<file path="src/hdl/htsc_regs.vh">
// Status register layout, command codes and timing constants
`ifndef HTSC_REGS_VH
`define HTSC_REGS_VH
`define HTSC_STAT_RES_BIT 0
`define HTSC_STAT_NORELOAD_BIT 1
`define HTSC_STAT_HEATER_BIT 2
`define HTSC_STAT_LOWSUP_BIT 6
`define HTSC_STAT_RW_RST 3'h0
`define HTSC_ADDR 3'h0
`define HTSC_CMD_MEAS_T 5'h03
`define HTSC_CMD_MEAS_RH 5'h05
`define HTSC_CMD_RD_STAT 5'h07
`define HTSC_CMD_WR_STAT 5'h06
`define HTSC_CMD_SOFT_RST 5'h1E
`define HTSC_CLK_PER_MS 125000
`define HTSC_SOFT_RST_MS 11
`define HTSC_RELOAD_MS 10
`define HTSC_SOFT_RST_CYC (`HTSC_SOFT_RST_MS * `HTSC_CLK_PER_MS)
`define HTSC_RELOAD_CYC (`HTSC_RELOAD_MS * `HTSC_CLK_PER_MS)
`define HTSC_CONN_RST_TOGGLES 4'h9
`define HTSC_RH_BITS_HI 5'h0C
`define HTSC_RH_BITS_LO 5'h08
`define HTSC_T_BITS_HI 5'h0E
`define HTSC_T_BITS_LO 5'h0C
`endif

</file>
<file path="src/hdl/htsc_serial_status.v">
// Two-wire serial front end holding the sensor status/configuration register
//
// Operation
// - Status read returns eight bits; status write accepts eight bits.
// - Bit 0 selects 8/12-bit or 12/14-bit resolution; read/write, resets zero.
// - Default widths: temperature 14, humidity 12; reduced to 12 and 8.
// - Bit 6 read-only low-supply flag, no reset, updated after measurement.
// - Low-supply detector flags supply below 2.47 V, accuracy 0.05 V.
// - Bit 2 heater enable, read/write, resets off; one switches heater on.
// - Bit 1 zero means calibration reloads before every measurement.
// - Bit 1 set skips calibration reload, saving about ten milliseconds.
// - Soft reset restores status defaults; next command after 11 ms.
// - Nine or more clocks with data high reset only the interface; ignored during measurement or soft-reset wait.
`timescale 1ns/1ps
`include "htsc_regs.vh"
module htsc_serial_status #(
	parameter SOFT_RST_CYCLES = `HTSC_SOFT_RST_CYC,
	parameter RELOAD_CYCLES = `HTSC_RELOAD_CYC
) (
	// Clock and reset
	input wire clock,
	input wire rst_n,
	// Serial pins (data is open drain)
	input wire serial_clk,
	input wire serial_data_in,
	output wire serial_data_out,
	output wire serial_data_oe,
	// Analog supply comparator, high when supply is low
	input wire low_supply_in,
	// Sensor core controls
	output wire heater_en,
	output wire otp_reload,
	output wire conv_start,
	output wire conv_humidity,
	output wire [4:0] conv_bits,
	input wire conv_done
);
	localparam S_IDLE = 9'h001;
	localparam S_START = 9'h002;
	localparam S_CMD = 9'h004;
	localparam S_CACK = 9'h008;
	localparam S_RD = 9'h010;
	localparam S_RACK = 9'h020;
	localparam S_WR = 9'h040;
	localparam S_WACK = 9'h080;
	localparam S_WAIT = 9'h100;

	reg sck_s1_ff, sck_s2_ff, sck_d_ff;
	reg dat_s1_ff, dat_s2_ff, dat_d_ff;
	reg low_s1_ff, low_s2_ff;
	reg [8:0] state_ff;
	reg [3:0] bit_cnt_ff;
	reg [7:0] shift_ff;
	reg drive_low_ff;
	reg [2:0] stat_rw_ff;
	reg [4:0] cmd_ff;
	reg [3:0] toggle_cnt_ff;
	reg [20:0] wait_cnt_ff;
	reg meas_start_ff;
	wire sck_rise, sck_fall, dat_rise, dat_fall;
	wire meas_busy, low_supply_flag;
	wire [7:0] stat_view;
	wire cmd_ok;

	assign sck_rise = sck_s2_ff & ~sck_d_ff;
	assign sck_fall = ~sck_s2_ff & sck_d_ff;
	assign dat_rise = dat_s2_ff & ~dat_d_ff;
	assign dat_fall = ~dat_s2_ff & dat_d_ff;

	// Reserved bits read as zero
	assign stat_view = {1'b0, low_supply_flag, 3'h0, stat_rw_ff};
	assign cmd_ok = (shift_ff[7:5] == `HTSC_ADDR) &&
		((shift_ff[4:0] == `HTSC_CMD_MEAS_T) || (shift_ff[4:0] == `HTSC_CMD_MEAS_RH) ||
		(shift_ff[4:0] == `HTSC_CMD_RD_STAT) || (shift_ff[4:0] == `HTSC_CMD_WR_STAT) ||
		(shift_ff[4:0] == `HTSC_CMD_SOFT_RST));

	// Open drain: only ever pull low
	assign serial_data_out = 1'b0;
	assign serial_data_oe = drive_low_ff;
	assign heater_en = stat_rw_ff[`HTSC_STAT_HEATER_BIT];

	always @(posedge clock) begin
		if (!rst_n) begin
			sck_s1_ff <= 1'b0;
			sck_s2_ff <= 1'b0;
			sck_d_ff <= 1'b0;
			dat_s1_ff <= 1'b1;
			dat_s2_ff <= 1'b1;
			dat_d_ff <= 1'b1;
			low_s1_ff <= 1'b0;
			low_s2_ff <= 1'b0;
		end else begin
			sck_s1_ff <= serial_clk;
			sck_s2_ff <= sck_s1_ff;
			sck_d_ff <= sck_s2_ff;
			dat_s1_ff <= serial_data_in;
			dat_s2_ff <= dat_s1_ff;
			dat_d_ff <= dat_s2_ff;
			low_s1_ff <= low_supply_in;
			low_s2_ff <= low_s1_ff;
		end
	end

	always @(posedge clock) begin
		if (!rst_n) begin
			state_ff <= S_IDLE;
			bit_cnt_ff <= 4'h0;
			shift_ff <= 8'h00;
			drive_low_ff <= 1'b0;
			stat_rw_ff <= `HTSC_STAT_RW_RST;
			cmd_ff <= 5'h00;
			toggle_cnt_ff <= 4'h0;
			wait_cnt_ff <= 21'h0;
			meas_start_ff <= 1'b0;
		end else begin
			meas_start_ff <= 1'b0;
			if (sck_rise)
				toggle_cnt_ff <= dat_s2_ff ? ((toggle_cnt_ff == 4'hF) ? 4'hF : toggle_cnt_ff + 4'h1) : 4'h0;
			// interface reset keeps the status register
			if (sck_rise && dat_s2_ff && (toggle_cnt_ff >= `HTSC_CONN_RST_TOGGLES - 4'h1) && !state_ff[8]) begin
				state_ff <= S_IDLE;
				drive_low_ff <= 1'b0;
			end else begin
				case (state_ff)
					S_IDLE: begin
						if (dat_fall && sck_s2_ff)
							state_ff <= S_START;
					end
					S_START: begin
						if (dat_rise && sck_s2_ff) begin
							bit_cnt_ff <= 4'h0;
							state_ff <= S_CMD;
						end
					end
					S_CMD: begin
						if (sck_rise) begin
							shift_ff <= {shift_ff[6:0], dat_s2_ff};
							bit_cnt_ff <= bit_cnt_ff + 4'h1;
						end else if (sck_fall && bit_cnt_ff == 4'h8) begin
							cmd_ff <= shift_ff[4:0];
							// Unknown command or address: no acknowledge
							if (cmd_ok) begin
								drive_low_ff <= 1'b1;
								state_ff <= S_CACK;
							end else begin
								state_ff <= S_IDLE;
							end
						end
					end
					S_CACK: begin
						if (sck_fall) begin
							drive_low_ff <= 1'b0;
							bit_cnt_ff <= 4'h0;
							case (cmd_ff)
								`HTSC_CMD_RD_STAT: begin
									shift_ff <= {stat_view[6:0], 1'b0};
									drive_low_ff <= ~stat_view[7];
									bit_cnt_ff <= 4'h1;
									state_ff <= S_RD;
								end
								`HTSC_CMD_WR_STAT: begin
									state_ff <= S_WR;
								end
								`HTSC_CMD_SOFT_RST: begin
									stat_rw_ff <= `HTSC_STAT_RW_RST;
									wait_cnt_ff <= SOFT_RST_CYCLES[20:0];
									state_ff <= S_WAIT;
								end
								default: begin
									meas_start_ff <= 1'b1;
									state_ff <= S_WAIT;
								end
							endcase
						end
					end
					S_RD: begin
						// status bits MSB first on falling edges
						if (sck_fall) begin
							if (bit_cnt_ff == 4'h8) begin
								drive_low_ff <= 1'b0;
								state_ff <= S_RACK;
							end else begin
								drive_low_ff <= ~shift_ff[7];
								shift_ff <= {shift_ff[6:0], 1'b0};
								bit_cnt_ff <= bit_cnt_ff + 4'h1;
							end
						end
					end
					S_RACK: begin
						// Host acknowledge is not required; CRC not supported
						if (sck_fall)
							state_ff <= S_IDLE;
					end
					S_WR: begin
						if (sck_rise) begin
							shift_ff <= {shift_ff[6:0], dat_s2_ff};
							bit_cnt_ff <= bit_cnt_ff + 4'h1;
						end else if (sck_fall && bit_cnt_ff == 4'h8) begin
							// writable bits only; flag and reserved are dropped
							stat_rw_ff <= shift_ff[2:0];
							drive_low_ff <= 1'b1;
							state_ff <= S_WACK;
						end
					end
					S_WACK: begin
						if (sck_fall) begin
							drive_low_ff <= 1'b0;
							state_ff <= S_IDLE;
						end
					end
					S_WAIT: begin
						if (wait_cnt_ff != 21'h0)
							wait_cnt_ff <= wait_cnt_ff - 21'h1;
						else if (!meas_busy && !meas_start_ff)
							state_ff <= S_IDLE;
					end
					default: begin
						state_ff <= S_IDLE;
						drive_low_ff <= 1'b0;
					end
				endcase
			end
		end
	end

	htsc_meas_seq #(
		.RELOAD_CYCLES(RELOAD_CYCLES)
	) u_meas (
		.clock(clock),
		.rst_n(rst_n),
		.start(meas_start_ff),
		.is_humidity(cmd_ff == `HTSC_CMD_MEAS_RH),
		.res_low(stat_rw_ff[`HTSC_STAT_RES_BIT]),
		.no_reload(stat_rw_ff[`HTSC_STAT_NORELOAD_BIT]),
		.busy(meas_busy),
		.conv_done(conv_done),
		.low_supply_sync(low_s2_ff),
		.otp_reload_ff(otp_reload),
		.conv_start_ff(conv_start),
		.conv_humidity_ff(conv_humidity),
		.conv_bits_ff(conv_bits),
		.low_supply_flag_ff(low_supply_flag)
	);
endmodule

</file>
<file path="src/hdl/htsc_meas_seq.v">
// Measurement sequencer: optional calibration reload, conversion, supply flag capture
`timescale 1ns/1ps
`include "htsc_regs.vh"
module htsc_meas_seq #(
	parameter RELOAD_CYCLES = `HTSC_RELOAD_CYC
) (
	// Clock and reset
	input wire clock,
	input wire rst_n,
	// Request from the serial side
	input wire start,
	input wire is_humidity,
	input wire res_low,
	input wire no_reload,
	output wire busy,
	// Converter and calibration store
	input wire conv_done,
	input wire low_supply_sync,
	output reg otp_reload_ff,
	output reg conv_start_ff,
	output reg conv_humidity_ff,
	output reg [4:0] conv_bits_ff,
	output reg low_supply_flag_ff
);
	localparam M_IDLE = 3'h1;
	localparam M_RELOAD = 3'h2;
	localparam M_CONV = 3'h4;

	reg [2:0] state_ff;
	reg [20:0] cnt_ff;

	assign busy = ~state_ff[0];

	always @(posedge clock) begin
		if (!rst_n) begin
			state_ff <= M_IDLE;
			cnt_ff <= 21'h0;
			otp_reload_ff <= 1'b0;
			conv_start_ff <= 1'b0;
			conv_humidity_ff <= 1'b0;
			conv_bits_ff <= `HTSC_T_BITS_HI;
		end else begin
			conv_start_ff <= 1'b0;
			case (state_ff)
				M_IDLE: begin
					if (start) begin
						conv_humidity_ff <= is_humidity;
						if (is_humidity)
							conv_bits_ff <= res_low ? `HTSC_RH_BITS_LO : `HTSC_RH_BITS_HI;
						else
							conv_bits_ff <= res_low ? `HTSC_T_BITS_LO : `HTSC_T_BITS_HI;
						if (no_reload) begin
							conv_start_ff <= 1'b1;
							state_ff <= M_CONV;
						end else begin
							otp_reload_ff <= 1'b1;
							cnt_ff <= RELOAD_CYCLES[20:0];
							state_ff <= M_RELOAD;
						end
					end
				end
				M_RELOAD: begin
					if (cnt_ff <= 21'h1) begin
						otp_reload_ff <= 1'b0;
						conv_start_ff <= 1'b1;
						state_ff <= M_CONV;
					end else begin
						cnt_ff <= cnt_ff - 21'h1;
					end
				end
				M_CONV: begin
					if (conv_done)
						state_ff <= M_IDLE;
				end
				default: begin
					state_ff <= M_IDLE;
				end
			endcase
		end
	end

	// flag has no reset, updated only after a measurement
	// comparator level sampled at conversion end
	always @(posedge clock) begin
		if (state_ff[2] && conv_done)
			low_supply_flag_ff <= low_supply_sync;
	end
endmodule

</file>
<file path="config.mk">
export PLATFORM = sky130hd
export DESIGN_NAME = htsc_serial_status
export DESIGN_NICKNAME = d
export VERILOG_FILES = /design/src/hdl/htsc_serial_status.v /design/src/hdl/htsc_meas_seq.v
export VERILOG_INCLUDE_DIRS = /design/src /design/src/hdl
export SDC_FILE = /design/constraint.sdc
export NUM_CORES = 1
export LEC_CHECK = 0
export BUFFER_PORTS_ARGS = -buffer_cell sky130_fd_sc_hd__buf_2
export CAP_MARGIN = 20
export CORE_MARGIN = 4
export CORE_UTILIZATION = 53
export DETAILED_ROUTE_END_ITERATION = 6
export PLACE_DENSITY = 0.67
export RECOVER_POWER = 25
export SYNTH_ARGS = -nofsm -noshare
export SYNTH_HDL_FRONTEND = slang
export SYNTH_HIERARCHICAL = 1
export SYNTH_SLANG_ARGS = --single-unit
</file>
<file path="constraint.sdc">
create_clock -name clock -period 5.57 [get_ports clock]
set_clock_uncertainty 0.05 [all_clocks]
set_input_delay 1.114 -clock clock [delete_from_list [all_inputs] [get_ports clock]]
set_output_delay 1.114 -clock clock [all_outputs]
set_load 0.02 [all_outputs]
</file>
Yosys cells after proc, flatten, opt, wreduce, memory -nomap -nowiden
Index checks and enable logic that the tools add are counted.
- register bits: 97
- RAM bits: 0
- bits in latches: 0
- word-level logic and storage cells: 202
- memories kept: 0
- bits in read-only memories: 0
- reduce and logical (&&, ||, !) cells: 39
- magnitude comparators: 2
- equality and inequality tests: 47
- $mul: 0
- div/mod/pow operators: 0
- muxes and demuxes: 71
- shifts and indexed selects: 0
- bitwise logic cells: 15
- $add $sub $neg: 4
- operators with widths (kind ; count):
    $mux 21 ; 6
    $mux 9 ; 12
    $pmux 21 s2 ; 2
    $pmux 9 s8 ; 1
    $sub 21x1->21 const B ; 2
    $mux 8 ; 5
    $ne 2x2->1 const B ; 20
    $mux 4 ; 8
    $eq 5x3->1 const B ; 6
    $mux 3 ; 9
    $pmux 8 s3 ; 1
    $le 21x1->1 const B ; 1
    $reduce_bool 21->1 ; 1
    $mux 1 ; 18
    $pmux 9 s2 ; 1
    $pmux 4 s4 ; 1
    $reduce_and 7->1 ; 2
    $reduce_and 12->1 ; 1
    $reduce_and 4->1 ; 3
    $not 1->1 ; 11
    $eq 5x5->1 const B ; 2
    $eq 9x1->1 const B ; 1
    $eq 9x2->1 const B ; 1
    $eq 9x3->1 const B ; 1
    36 further kinds ; 62

Longest topological paths before layout
Gate-level depths: netlist (run 1).
- depth in word-level cells: 10
- mapped depth: 9
- mapped depth without buffers: 8

Modules after synthesis
Netlist (run 1), hierarchy kept.
- modules (own cells, without submodules) (module ; cells each ; times used ; seq. area each (µm²) ; area an instance (µm²)):
    htsc_serial_status ; 398 ; 1 ; 1281.2 ; 3323.2
    htsc_meas_seq ; 182 ; 1 ; 610.6 ; 1614.0

Worst setup path before layout (run 1)
No wires, ideal clock.
- kind: flip-flop to flip-flop
- start point: reg wait_cnt_ff[2]
- end point: reg wait_cnt_ff[17]
- setup slack: 2960 ps
- path buffers: 1
- clock period less this slack: 2610 ps
- cell stages (with the launch flop): 8
- arrival time: 2435 ps
- data required time: 5396 ps
- path through: dfxtp_1 -> or4_4 -> or4_4 -> buf_6 -> or4_4 -> a2111oi_4 -> xnor2_1 -> nor2_1
- word-level cells in the longest chain between the ends: 3
- elaborated cells on any way between the ends: 6
- classes of those cells: 1 x add/sub; 1 x eq/ne; 2 x mux; 2 x reduce/logical
- RTL lines (item ; line ; text):
    start, declared ; htsc_serial_status.v:58 ; reg [20:0] wait_cnt_ff;
    start signal, assigned ; htsc_serial_status.v:166 ; wait_cnt_ff <= SOFT_RST_CYCLES[20:0];
    start signal, assigned ; htsc_serial_status.v:213 ; wait_cnt_ff <= wait_cnt_ff - 21'h1;
    $sub 21x1->21 / $reduce_bool 21->1 (equally long branches) ; htsc_serial_status.v:213, htsc_serial_status.v:212 ;
    $mux 21 / $ne 2x2->1 (equally long branches) ; -- ;
    $pmux 21 s2 / $reduce_and 5->1 (equally long branches) ; -- ;
Parallel ways exist; a longest one is shown, timed or not. The select of a mux whose other input is x is not followed.
A chain may end at the register's enable or synchronous reset.

==> out/metrics.cfg, run 1 <==
[floorplan]
die_area_mm2=0.01092
num_rows=34
die_w_um=104.5
dieHeight_um=104.5
io_pins=17
initial_utilization_pct=55.53
coreArea_mm2=0.008891

[routing]
final_antenna_net_count=0
wl_per_cell_um=16.17
vias_per_cell=6.180
drc=0
drt_first_pass_iters=5
routed_wl_mm=11.06
drtIter0Drc=245
route.vias.total=4227

[setup_path]
cp-start-kind=input port
reg2reg_to=wait_cnt_ff[7]$_SDFFE_PN0P_
regToRegSetupSlack_ns=2.43
worstPathArrival_ns=3.42
worst_setup_path_end_kind=register
worstSetupPathType=input port to register
required_ns=5.80
r2r-start=state_ff[4]$_SDFFE_PP0P_
crit_fanout=28
reg2reg_depth=6

[synthesis]
synthArstFlopShare_pct=0
yosysMostFrequentCell=dfxtp_1
syn-cell-area_mm2=0.004937
synth.yosys.seq_area_share_pct=38.32
ys_seq_elements=94
yosysTopAreaCell=dfxtp_1
synthCells=580
synth-warning-count=6
synth_top_area_share_pct=37.71
netlist_top_cells_count=dfxtp_1, nor2_1, nand2_1
synth_area_leaders=dfxtp_1, a21oi_1, nor2_1
synth-edff-count=1
ys.flop_type=dfxtp_1
yosysUniqueCellTypes=76
syn_area_per_cell_um2=8.512

[power]
internal_power_uw=894.8
combPwrFrac_pct=11.8
clock_power_share_pct=31.3
p_total_mw=1.242
swShare_pct=27.97
p_leak_nw=1.862
netSwitchingPower_uw=347.5
power_frac_seq_pct=56.9
vdd_ir_drop_max_mv=0.1920
pwr_density_cell_mw_per_mm2=242.7

[clock_network]
cts_num_sinks=94
cts-root-buf=clkbuf_8
cts_buffer_depth=2
clk_latency_ns=0.37
cts_resized=0
cts_max_level=3
cts_made_buffers=9
cts_tree=yes
clkTransAtPathRegs_ns=0.09
cts_setup_buffers=0
hold_buffers=0

[timing]
rsz0062_at_grt=false
setup_viol=0
tightestPinTransition_ns=1.332
final-max-slew-violation-count=0
maxSlewHeadroom_pct=11.23
fmax_mhz=313.1
period_minus_slack_ns=3.194
finalHoldViolations=0
fin_crit_sh_pct=57.34
fin_setup_tns_ns=0

[cells_and_area]
synthToLayoutAreaGrowth_pct=3.700
antennaDiodeCount=0
final_util_pct=57.59
drive_gt1_share_pct=9.896
fill_cells=837
layout.nets=586

[global_routing]
overflow=0
grt_pass1_wl_mm=19.04
grt_pass1_vias=3912
grt_antenna_before_repair=0
globalRouteTotalUtil_pct=21.12
grt_max_degree=31

[place]
dp_hpwl_mm=7.852
routabilityCongestion=0.9187
portBuffers=12

[hold_path]
min_path_cells=0
hold_path_class=register to register
hold-path-endpoint=u_meas/low_supply_flag_ff$_DFFE_PP_
hp-start=low_s2_ff$_SDFF_PN0_

[outcome]
outcome=finished, final reports clean

[run]
cap_violations=0

-- area by class of cell --
class | count | area (um2) | share of cell area (%)
Multi-Input combinational cell | 434 | 2805 | 54.79
Sequential cell | 94 | 1892 | 36.95
Tap cell | 108 | 135.1 | 2.639
Clock buffer | 10 | 127.6 | 2.493
Inverter | 20 | 75.07 | 1.466
Timing Repair Buffer | 13 | 57.56 | 1.124
Clock inverter | 5 | 27.53 | 0.5376
-- cells by family (layout without fill, tap and decap cells) --
family | after synthesis | in the layout | share of synthesized area [%]
simple gates | 257 | 257 | 29.63
compound gates | 135 | 135 | 19.31
flops | 94 | 94 | 38.32
buf+inv | 53 | 48 | 4.942
xor+xnor | 21 | 21 | 3.725
fa+ha+maj | 9 | 9 | 2.230
mux | 8 | 8 | 1.622
other cells | 3 | 4 | 0.2281
-- per-layer routing --
layer | GRT usage (%) | vias to the layer above | share of wire, %
li1 | - | 2112 | -
met1 | 29.22 | 2011 | 49
met2 | 32.56 | 92 | 45
met3 | 5.400 | 12 | 4.5
met4 | 6.173 | 0 | 1.3
met5 | 0 | - | 0
-- how the worst max path moves through the flow --
stage / endpoint / slack, ns / cells past startpoint / from
after CTS: wait_cnt_ff[7]$_SDFFE_PN0P_ / 2.44 / 6 / state_ff[4]$_SDFFE_PP0P_
after detailed placement: wait_cnt_ff[7]$_SDFFE_PN0P_ / 2.46 / 6 / state_ff[4]$_SDFFE_PP0P_
after global routing: shift_ff[3]$_SDFFE_PN0P_ / 2.19 / 3 / rst_n
final: state_ff[6]$_SDFFE_PP0P_ / 2.38 / 4 / rst_n
after global placement: state_ff[2]$_SDFFE_PP0P_ / 2.56 / 6 / wait_cnt_ff[2]$_SDFFE_PN0P_
after floorplan: wait_cnt_ff[17]$_SDFFE_PN0P_ / 2.96 / 7 / wait_cnt_ff[2]$_SDFFE_PN0P_
-- power by group through the flow --
| stage | registers, mW | clock network, mW | logic (mW) |
|---|---|---|---|
| after global placement | 0.720 | 0 | 0.147 |
| after detailed placement | 0.722 | 0 | 0.145 |
| after floorplan | 0.705 | 0 | 0.135 |
| final | 0.707 | 0.389 | 0.147 |
| after global routing | 0.710 | 0.437 | 0.164 |
| after CTS | 0.706 | 0.404 | 0.146 |
-- worst max-delay path: stages --
cell      delay, ns
clkbuf_1       0.95
nand2_1        0.59
or4_1          0.63
o22ai_1        0.13
-- registers in the layout, indices dropped and copies added (netlist names), 2 cells and up --
| register | count |
|---|---|
| u_meas/cnt_ff | 21 |
| wait_cnt_ff | 21 |
| state_ff | 9 |
| shift_ff | 8 |
| cmd_ff | 5 |
| bit_cnt_ff | 4 |
| toggle_cnt_ff | 4 |
| stat_rw_ff | 3 |
| u_meas/state_ff | 3 |
| u_meas/conv_bits_ff | 2 |
-- cell usage in the layout (no fill, tap or decap), types with 9 or more instances in the layout --
cell and instances:
nor4_1 12, or4_1 16, inv_1 20, nand2b_1 10, nand4_1 15, clkbuf_8 9, nand3_1 20, dfxtp_1 93
or3_1 10, xnor2_1 15, a31oi_1 9, nand2_1 50, or2_2 9, clkbuf_1 9, o31ai_1 9, a211oi_1 9
a21oi_1 44, o21ai_0 19, nor2_1 54, nor3_1 10
-- stage by stage --
step / area (um2) / hold WS (ns) / setup slack, ns / cells
after global placement: 4967 / 0.3384 / 2.557 / 668
after CTS: 5122 / 0.3657 / 2.438 / 683
after floorplan: 4941 / 0.3355 / 2.960 / 581
final: 5120 / 0.3638 / 2.376 / 684
after detailed placement: 4967 / 0.3434 / 2.459 / 668
after global routing: 5120 / 0.3730 / 2.191 / 684
(Power assumes the default switching activity.)
==> run 2, diff against run 1 <==
Settings changed: ABC_AREA set to 1.
Clock period 5.57 ns to 3.1 ns, I/O delays scaled along.
==> out/metrics.cfg, run 2 <==
[setup_path]
crit_family=buffers and inverters  ; was simple AND/OR/NAND/NOR gates
worstPathArrival_ns=2.51  ; was 3.42 ns
worst_setup_path_end_kind=register  ; unchanged
crit_fanout=25  ; was 28
max_stage_delay_ns=0.62  ; was 0.95 ns
path_common_cell=clkbuf_1
worstSetupPathType=input port to register  ; unchanged
crit_buf_inv=4  ; was 1
cp-start-kind=input port  ; unchanged
worstPathCellList=clkbuf_1, clkbuf_1, inv_1, buf_4, a221oi_1  ; was clkbuf_1, nand2_1, or4_1, o22ai_1
required_ns=3.34  ; was 5.80 ns
slowest_stage=clkbuf_1  ; unchanged

[timing]
finalHoldViolations=0  ; unchanged
final-max-slew-violation-count=0  ; unchanged
setup_viol=0  ; unchanged
period_minus_slack_ns=2.267
fin_crit_sh_pct=73.12
rsz0062_at_grt=false  ; unchanged
fin_setup_tns_ns=0  ; unchanged
maxSlewHeadroom_pct=45.97  ; was 11.23%
fmax_mhz=441.2
tightestPinTransition_ns=0.8096  ; was 1.332 ns

[routing]
final_antenna_net_count=0  ; unchanged
vias_per_cell=5.199  ; was 6.180
drc=0  ; unchanged
drtIter0Drc=297  ; was 245
drt_first_pass_iters=6  ; was 5
route.vias.total=5521  ; was 4227
wl_per_cell_um=12.89  ; was 16.17 um
routed_wl_mm=13.69  ; was 11.06 mm

[cells_and_area]
top_regs=u_meas/cnt_ff: 21 flops, wait_cnt_ff: 21 flops, state_ff: 9 flops  ; unchanged
design_area_mm2=0.006156  ; was 0.005120 mm2
fill_cells=1096  ; was 837
synthToLayoutAreaGrowth_pct=4.326  ; was 3.700%
layout.nets=931  ; was 586
mostFrequentLayoutCell=nand2_1  ; was dfxtp_1
drive_gt1_share_pct=11.17  ; was 9.896%
final_util_pct=56.54  ; was 57.59%
antennaDiodeCount=0  ; unchanged
final_cell_mix=nand2_1, nor2_1, dfxtp_1  ; was dfxtp_1, nor2_1, nand2_1

[synthesis]
yosysTopAreaCell=dfxtp_1  ; unchanged
synth-warning-count=6  ; unchanged
synth_top_area_share_pct=31.55  ; was 37.71%
synthArstFlopShare_pct=0  ; unchanged
synth-xor-area-share_pct=2.078  ; was 3.725%
synth_compound_area_share_pct=8.863  ; was 19.31%
synth.yosys.seq_area_share_pct=32.06  ; was 38.32%
synthCells=913  ; was 580
synth_area_leaders=dfxtp_1, nand2_1, nor2_1  ; was dfxtp_1, a21oi_1, nor2_1
syn-cell-area_mm2=0.005901  ; was 0.004937 mm2
yosysMostFrequentCell=nand2_1  ; was dfxtp_1
synth.area.mux_share_pct=0  ; was 1.622%
synth_top_family_by_area=simple AND/OR/NAND/NOR gates  ; unchanged
synthAdderAreaFrac_pct=1.696  ; was 2.230%
yosysUniqueCellTypes=46  ; was 76
synth-edff-count=1  ; unchanged
ys.flop_type=dfxtp_1  ; unchanged
ys_seq_elements=94  ; unchanged
netlist_top_cells_count=nand2_1, nor2_1, dfxtp_1  ; was dfxtp_1, nor2_1, nand2_1
syn_area_per_cell_um2=6.463  ; was 8.512 um2
synth-simple-area-share_pct=45.82  ; was 29.62%

[floorplan]
num_rows=38  ; was 34
die_area_mm2=0.01289  ; was 0.01092 mm2
dieHeight_um=113.5  ; was 104.5 um
die_w_um=113.5  ; was 104.5 um
io_pins=17  ; unchanged
coreArea_mm2=0.01089  ; was 0.008891 mm2
initial_utilization_pct=54.19  ; was 55.53%

[power]
vdd_ir_drop_max_mv=0.3411  ; was 0.1920 mV
p_total_mw=3.352  ; was 1.242 mW
p_leak_nw=2.928  ; was 1.862 nW
pwr_density_cell_mw_per_mm2=544.6  ; was 242.7 mW/mm2

[hold_path]
hold_path_class=register to register  ; unchanged

[clock_network]
clk_latency_ns=0.38  ; was 0.37 ns
cts_resized=0  ; unchanged
hold_buffers=0  ; unchanged
cts_num_sinks=94  ; unchanged
cts_made_buffers=9  ; unchanged
cts_max_level=3  ; unchanged
cts_buffer_depth=2  ; unchanged
cts_setup_buffers=0  ; unchanged
cts-root-buf=clkbuf_8  ; unchanged
cts_tree=yes  ; unchanged
clkTransAtPathRegs_ns=0.09  ; about the same

[run]
cap_violations=0  ; unchanged

[global_routing]
grt_pass1_wl_mm=24.04  ; was 19.04 mm
globalRouteTotalUtil_pct=22.67  ; was 21.12%
grt_antenna_before_repair=0  ; unchanged
grt_max_degree=26  ; was 31
overflow=0  ; unchanged
grt_pass1_vias=5321  ; was 3912

[place]
place_area_mm2=0.005996  ; was 0.004967 mm2
dp_hpwl_mm=10.20  ; was 7.852 mm
portBuffers=12  ; unchanged
routabilityCongestion=0.9278  ; was 0.9187

[outcome]
outcome=finished, final reports clean  ; unchanged

run 2: power breakdown:
group / internal, mW / total, mW / leakage [nW] / switching (mW)
clock: 0.316 / 0.774 / 0.0897 / 0.458
sequential: 1.30 / 1.41 / 0.762 / 0.103
combinational: 0.399 / 1.17 / 2.08 / 0.771
total: 2.02 / 3.35 / 2.93 / 1.33
run 2: logic make-up after synthesis:
kind of cell / Yosys count
and+or+nand+nor: 584
buffers and inverters: 122
DFF: 94
AOI/OAI and AO/OA: 88
xor gates and xnor gates: 14
adders and majority gates: 8
other: 3
run 2: cell type report:
type                       count  area [um2]  area share [%]
multi-input combinational    698        3462           56.24
sequential                    94        1892           30.73
inverter                      99       381.6           6.199
tap                          140       175.2           2.846
clock buffer                  11       141.4           2.297
timing repair buffer          15       68.82           1.118
clock inverter                 5       35.03          0.5691
run 2: stage by stage:
step	cells	hold WS, ns	setup WS [ns]
2_1_floorplan	914	0.3355	1.427
3_3_place_gp	1046	0.3359	1.094
3_5_place_dp	1046	0.3406	1.066
4_1_cts	1062	0.3409	1.042
5_1_grt	1062	0.3615	0.6383
6_report	1062	0.3597	0.8332
run 2: worst paths after layout:
path	from	slack [ns]	to	depth (start not counted)
max	rst_n	0.83	toggle_cnt_ff[2]$_SDFFE_PN0P_	5
max reg2reg	bit_cnt_ff[0]$_SDFFE_PN0P_	1.04	state_ff[7]$_SDFFE_PP0P_	11
min	low_s2_ff$_SDFF_PN0_	0.36	u_meas/low_supply_flag_ff$_DFFE_PP_	0
min reg2reg	low_s2_ff$_SDFF_PN0_	0.36	u_meas/low_supply_flag_ff$_DFFE_PP_	0
run 2: metal layers:
layer / vias to the layer above / global-route usage (%) / share of wire, %
met5: - / 0 / 0
met4: 0 / 9.776 / 2.7
met3: 37 / 4.138 / 2.9
met2: 80 / 38.36 / 48
met1: 2495 / 28.22 / 47
li1: 2909 / - / -
run 2: worst reg2reg max path, cell delays in order (launching register included):
cell     delay [ns]
dfxtp_1        0.36
inv_1          0.09
ha_1           0.14
nand2_1        0.05
nor2_1         0.24
nand2_1        0.19
nand3_1        0.20
nand3_2        0.13
nor2_4         0.17
nand2_2        0.14
nor2_1         0.15
nor2_1         0.06
==> run 3, diff against run 2 <==
Settings changed: PLACE_DENSITY 0.67 to 0.69.
Clock period 3.1 ns to 2 ns, I/O delays scaled along.
==> out/metrics.cfg, run 3 (same netlist as run 2, synthesis figures left out) <==
[outcome]
outcome=finished, final reports clean  ; unchanged

[global_routing]
use_met3_pct=5.252  ; was 4.138%
grt_max_degree=29  ; was 26
grt_antenna_before_repair=0  ; unchanged
grt.busiest_layer=met2  ; unchanged
overflow=0  ; unchanged
grtUsageMet1_pct=31.46  ; was 28.22%
globalRouteTotalUtil_pct=23.31  ; was 22.67%
grt_pass1_wl_mm=24.69  ; was 24.04 mm
use_met2_pct=37.73  ; was 38.36%
grt_pass1_vias=5308  ; was 5321

[timing]
finalHoldViolations=0  ; unchanged
fmax_mhz=540.6
final-max-slew-violation-count=0  ; unchanged
setup_viol=0  ; unchanged
fin_setup_tns_ns=0  ; unchanged
tightestPinTransition_ns=0.5452  ; was 0.8096 ns
fin_crit_sh_pct=92.49
rsz0062_at_grt=true  ; was false
period_minus_slack_ns=1.850
maxSlewHeadroom_pct=63.54  ; was 45.97%

[setup_path]
worstPathCellList=nor2_4, nand2_2, nor2_4, nand2_4, inv_1, o21ai_0, nor2_2, o21ai_0, nand2_1, nor2_1  ; was clkbuf_1, clkbuf_1, inv_1, buf_4, a221oi_1
required_ns=2.23  ; was 3.34 ns
max_stage_delay_ns=0.36  ; was 0.62 ns
cp-start-kind=register  ; was input port
worstSetupPathType=register to register  ; was input port to register
reg2reg_depth=10  ; was 11
worst_setup_path_end_kind=register  ; unchanged
reg2reg_to=stat_rw_ff[0]$_SDFFE_PN0P_  ; was state_ff[7]$_SDFFE_PP0P_
crit_path_end=stat_rw_ff[0]$_SDFFE_PN0P_  ; was toggle_cnt_ff[2]$_SDFFE_PN0P_
regToRegSetupSlack_ns=0.15  ; was 1.04 ns
slowest_stage=dfxtp_1  ; was clkbuf_1
r2r-start=state_ff[0]$_SDFFE_PP1P_  ; was bit_cnt_ff[0]$_SDFFE_PN0P_
crit_fanout=6  ; was 25
worstPathArrival_ns=2.08  ; was 2.51 ns
startpoint=state_ff[0]$_SDFFE_PP1P_  ; was rst_n

[place]
routabilityCongestion=0.9377  ; was 0.9278
dpl.cell_count=1057  ; was 1046
portBuffers=12  ; unchanged
place_area_mm2=0.006091  ; was 0.005996 mm2
dp_hpwl_mm=10.72  ; was 10.20 mm

[clock_network]
clk_latency_ns=0.38  ; about the same
hold_buffers=0  ; unchanged
clkTransAtPathRegs_ns=0.09  ; about the same
cts-root-buf=clkbuf_8  ; unchanged
cts_tree=yes  ; unchanged
cts_max_level=3  ; unchanged
cts_num_sinks=94  ; unchanged
cts_buffer_depth=2  ; unchanged
cts_made_buffers=9  ; unchanged

[cells_and_area]
mostFrequentLayoutCell=nand2_1  ; unchanged
fill_cells=1103  ; was 1096
finalNonFillerCells=1075  ; was 1062
design_area_mm2=0.006369  ; was 0.006156 mm2
top_regs=u_meas/cnt_ff: 21 flops, wait_cnt_ff: 21 flops, state_ff: 9 flops  ; unchanged
final_util_pct=58.49  ; was 56.54%
layout.nets=944  ; was 931
synthToLayoutAreaGrowth_pct=7.930  ; was 4.326%
final_cell_mix=nand2_1, nor2_1, dfxtp_1  ; unchanged
antennaDiodeCount=0  ; unchanged
drive_gt1_share_pct=14.12  ; was 11.17%

[routing]
drt_first_pass_iters=5  ; was 6
drc=0  ; unchanged
final_antenna_net_count=0  ; unchanged
route.vias.total=5646  ; was 5521
wl_per_cell_um=13.33  ; was 12.89 um
vias_per_cell=5.252  ; was 5.199
drtIter0Drc=450  ; was 297
routed_wl_mm=14.33  ; was 13.69 mm

[power]
pwr_density_cell_mw_per_mm2=854.0  ; was 544.6 mW/mm2
vdd_ir_drop_max_mv=0.5982  ; was 0.3411 mV
p_leak_nw=3.039  ; was 2.928 nW
p_total_mw=5.439  ; was 3.352 mW

[run]
cap_violations=0  ; unchanged

[floorplan]
die_w_um=113.5  ; unchanged
io_pins=17  ; unchanged
coreArea_mm2=0.01089  ; unchanged
die_area_mm2=0.01289  ; unchanged
initial_utilization_pct=54.19  ; unchanged
dieHeight_um=113.5  ; unchanged
num_rows=38  ; unchanged

[hold_path]
hold_path_class=input port to register  ; was register to register

## run 3: cell types whose count changed in the layout (fill, tap and decap cells not counted), sizes merged
| cell | before | now |
|---|---|---|
| buf | 6 | 21 |
| bufinv | 0 | 1 |
| clkbuf | 20 | 17 |
| clkinv | 3 | 4 |
| clkinvlp | 1 | 0 |
## run 3: where the power goes
group	switching [mW]	internal [mW]
Clock	0.716	0.621
Sequential	0.174	2.03
Combinational	1.24	0.661
## run 3: routing by layer
layer | vias to the layer above | part of all wire (%)
met5 | - | 0
met4 | 0 | 1.1
met3 | 12 | 5.3
met2 | 122 | 46
met1 | 2573 | 48
li1 | 2939 | -
## run 3: how the worst min path moves through the flow
stage	start	end	slack [ns]	depth (start not counted)
3_3_place_gp	sck_s1_ff$_SDFF_PN0_	sck_s2_ff$_SDFF_PN0_	0.34	2
3_5_place_dp	low_s2_ff$_SDFF_PN0_	u_meas/low_supply_flag_ff$_DFFE_PP_	0.35	0
5_1_grt	serial_data_in	dat_s1_ff$_SDFF_PN1_	0.13	2
2_1_floorplan	low_s2_ff$_SDFF_PN0_	u_meas/low_supply_flag_ff$_DFFE_PP_	0.34	0
4_1_cts	low_supply_in	low_s1_ff$_SDFF_PN0_	0.12	3
6_report	low_supply_in	low_s1_ff$_SDFF_PN0_	0.15	3
## run 3: critical path, delay by kind of cell, from the launching register on
kind | cells | cell delay [ns]
simple gates | 7 | 1.00
flops | 1 | 0.36
compound gates | 2 | 0.25
buf+inv | 1 | 0.10
## run 3: layout make-up
type / count / area, um2 / share of cell area, %
multi-input combinational: 698 / 3525 / 55.34
tap: 140 / 175.2 / 2.750
timing repair buffer: 28 / 183.9 / 2.888
clock buffer: 10 / 137.6 / 2.161
inverter: 99 / 381.6 / 5.992
clock inverter: 6 / 70.07 / 1.100
sequential: 94 / 1896 / 29.76
## run 3: metrics by stage
step / hold slack, ns / setup WS (ns)
after floorplan: 0.3355 / 0.3272
after global placement: 0.3419 / 0.1114
after detailed placement: 0.3467 / 0.03978
after CTS: 0.1239 / 0.02224
after global routing: 0.1277 / -0.005435
final: 0.1459 / 0.1502
## run 3: repair_timing
item	4_1_cts	5_1_grt
setup buffers	0	2
endpoints found under the setup margin	0	35
resized for setup	0	18
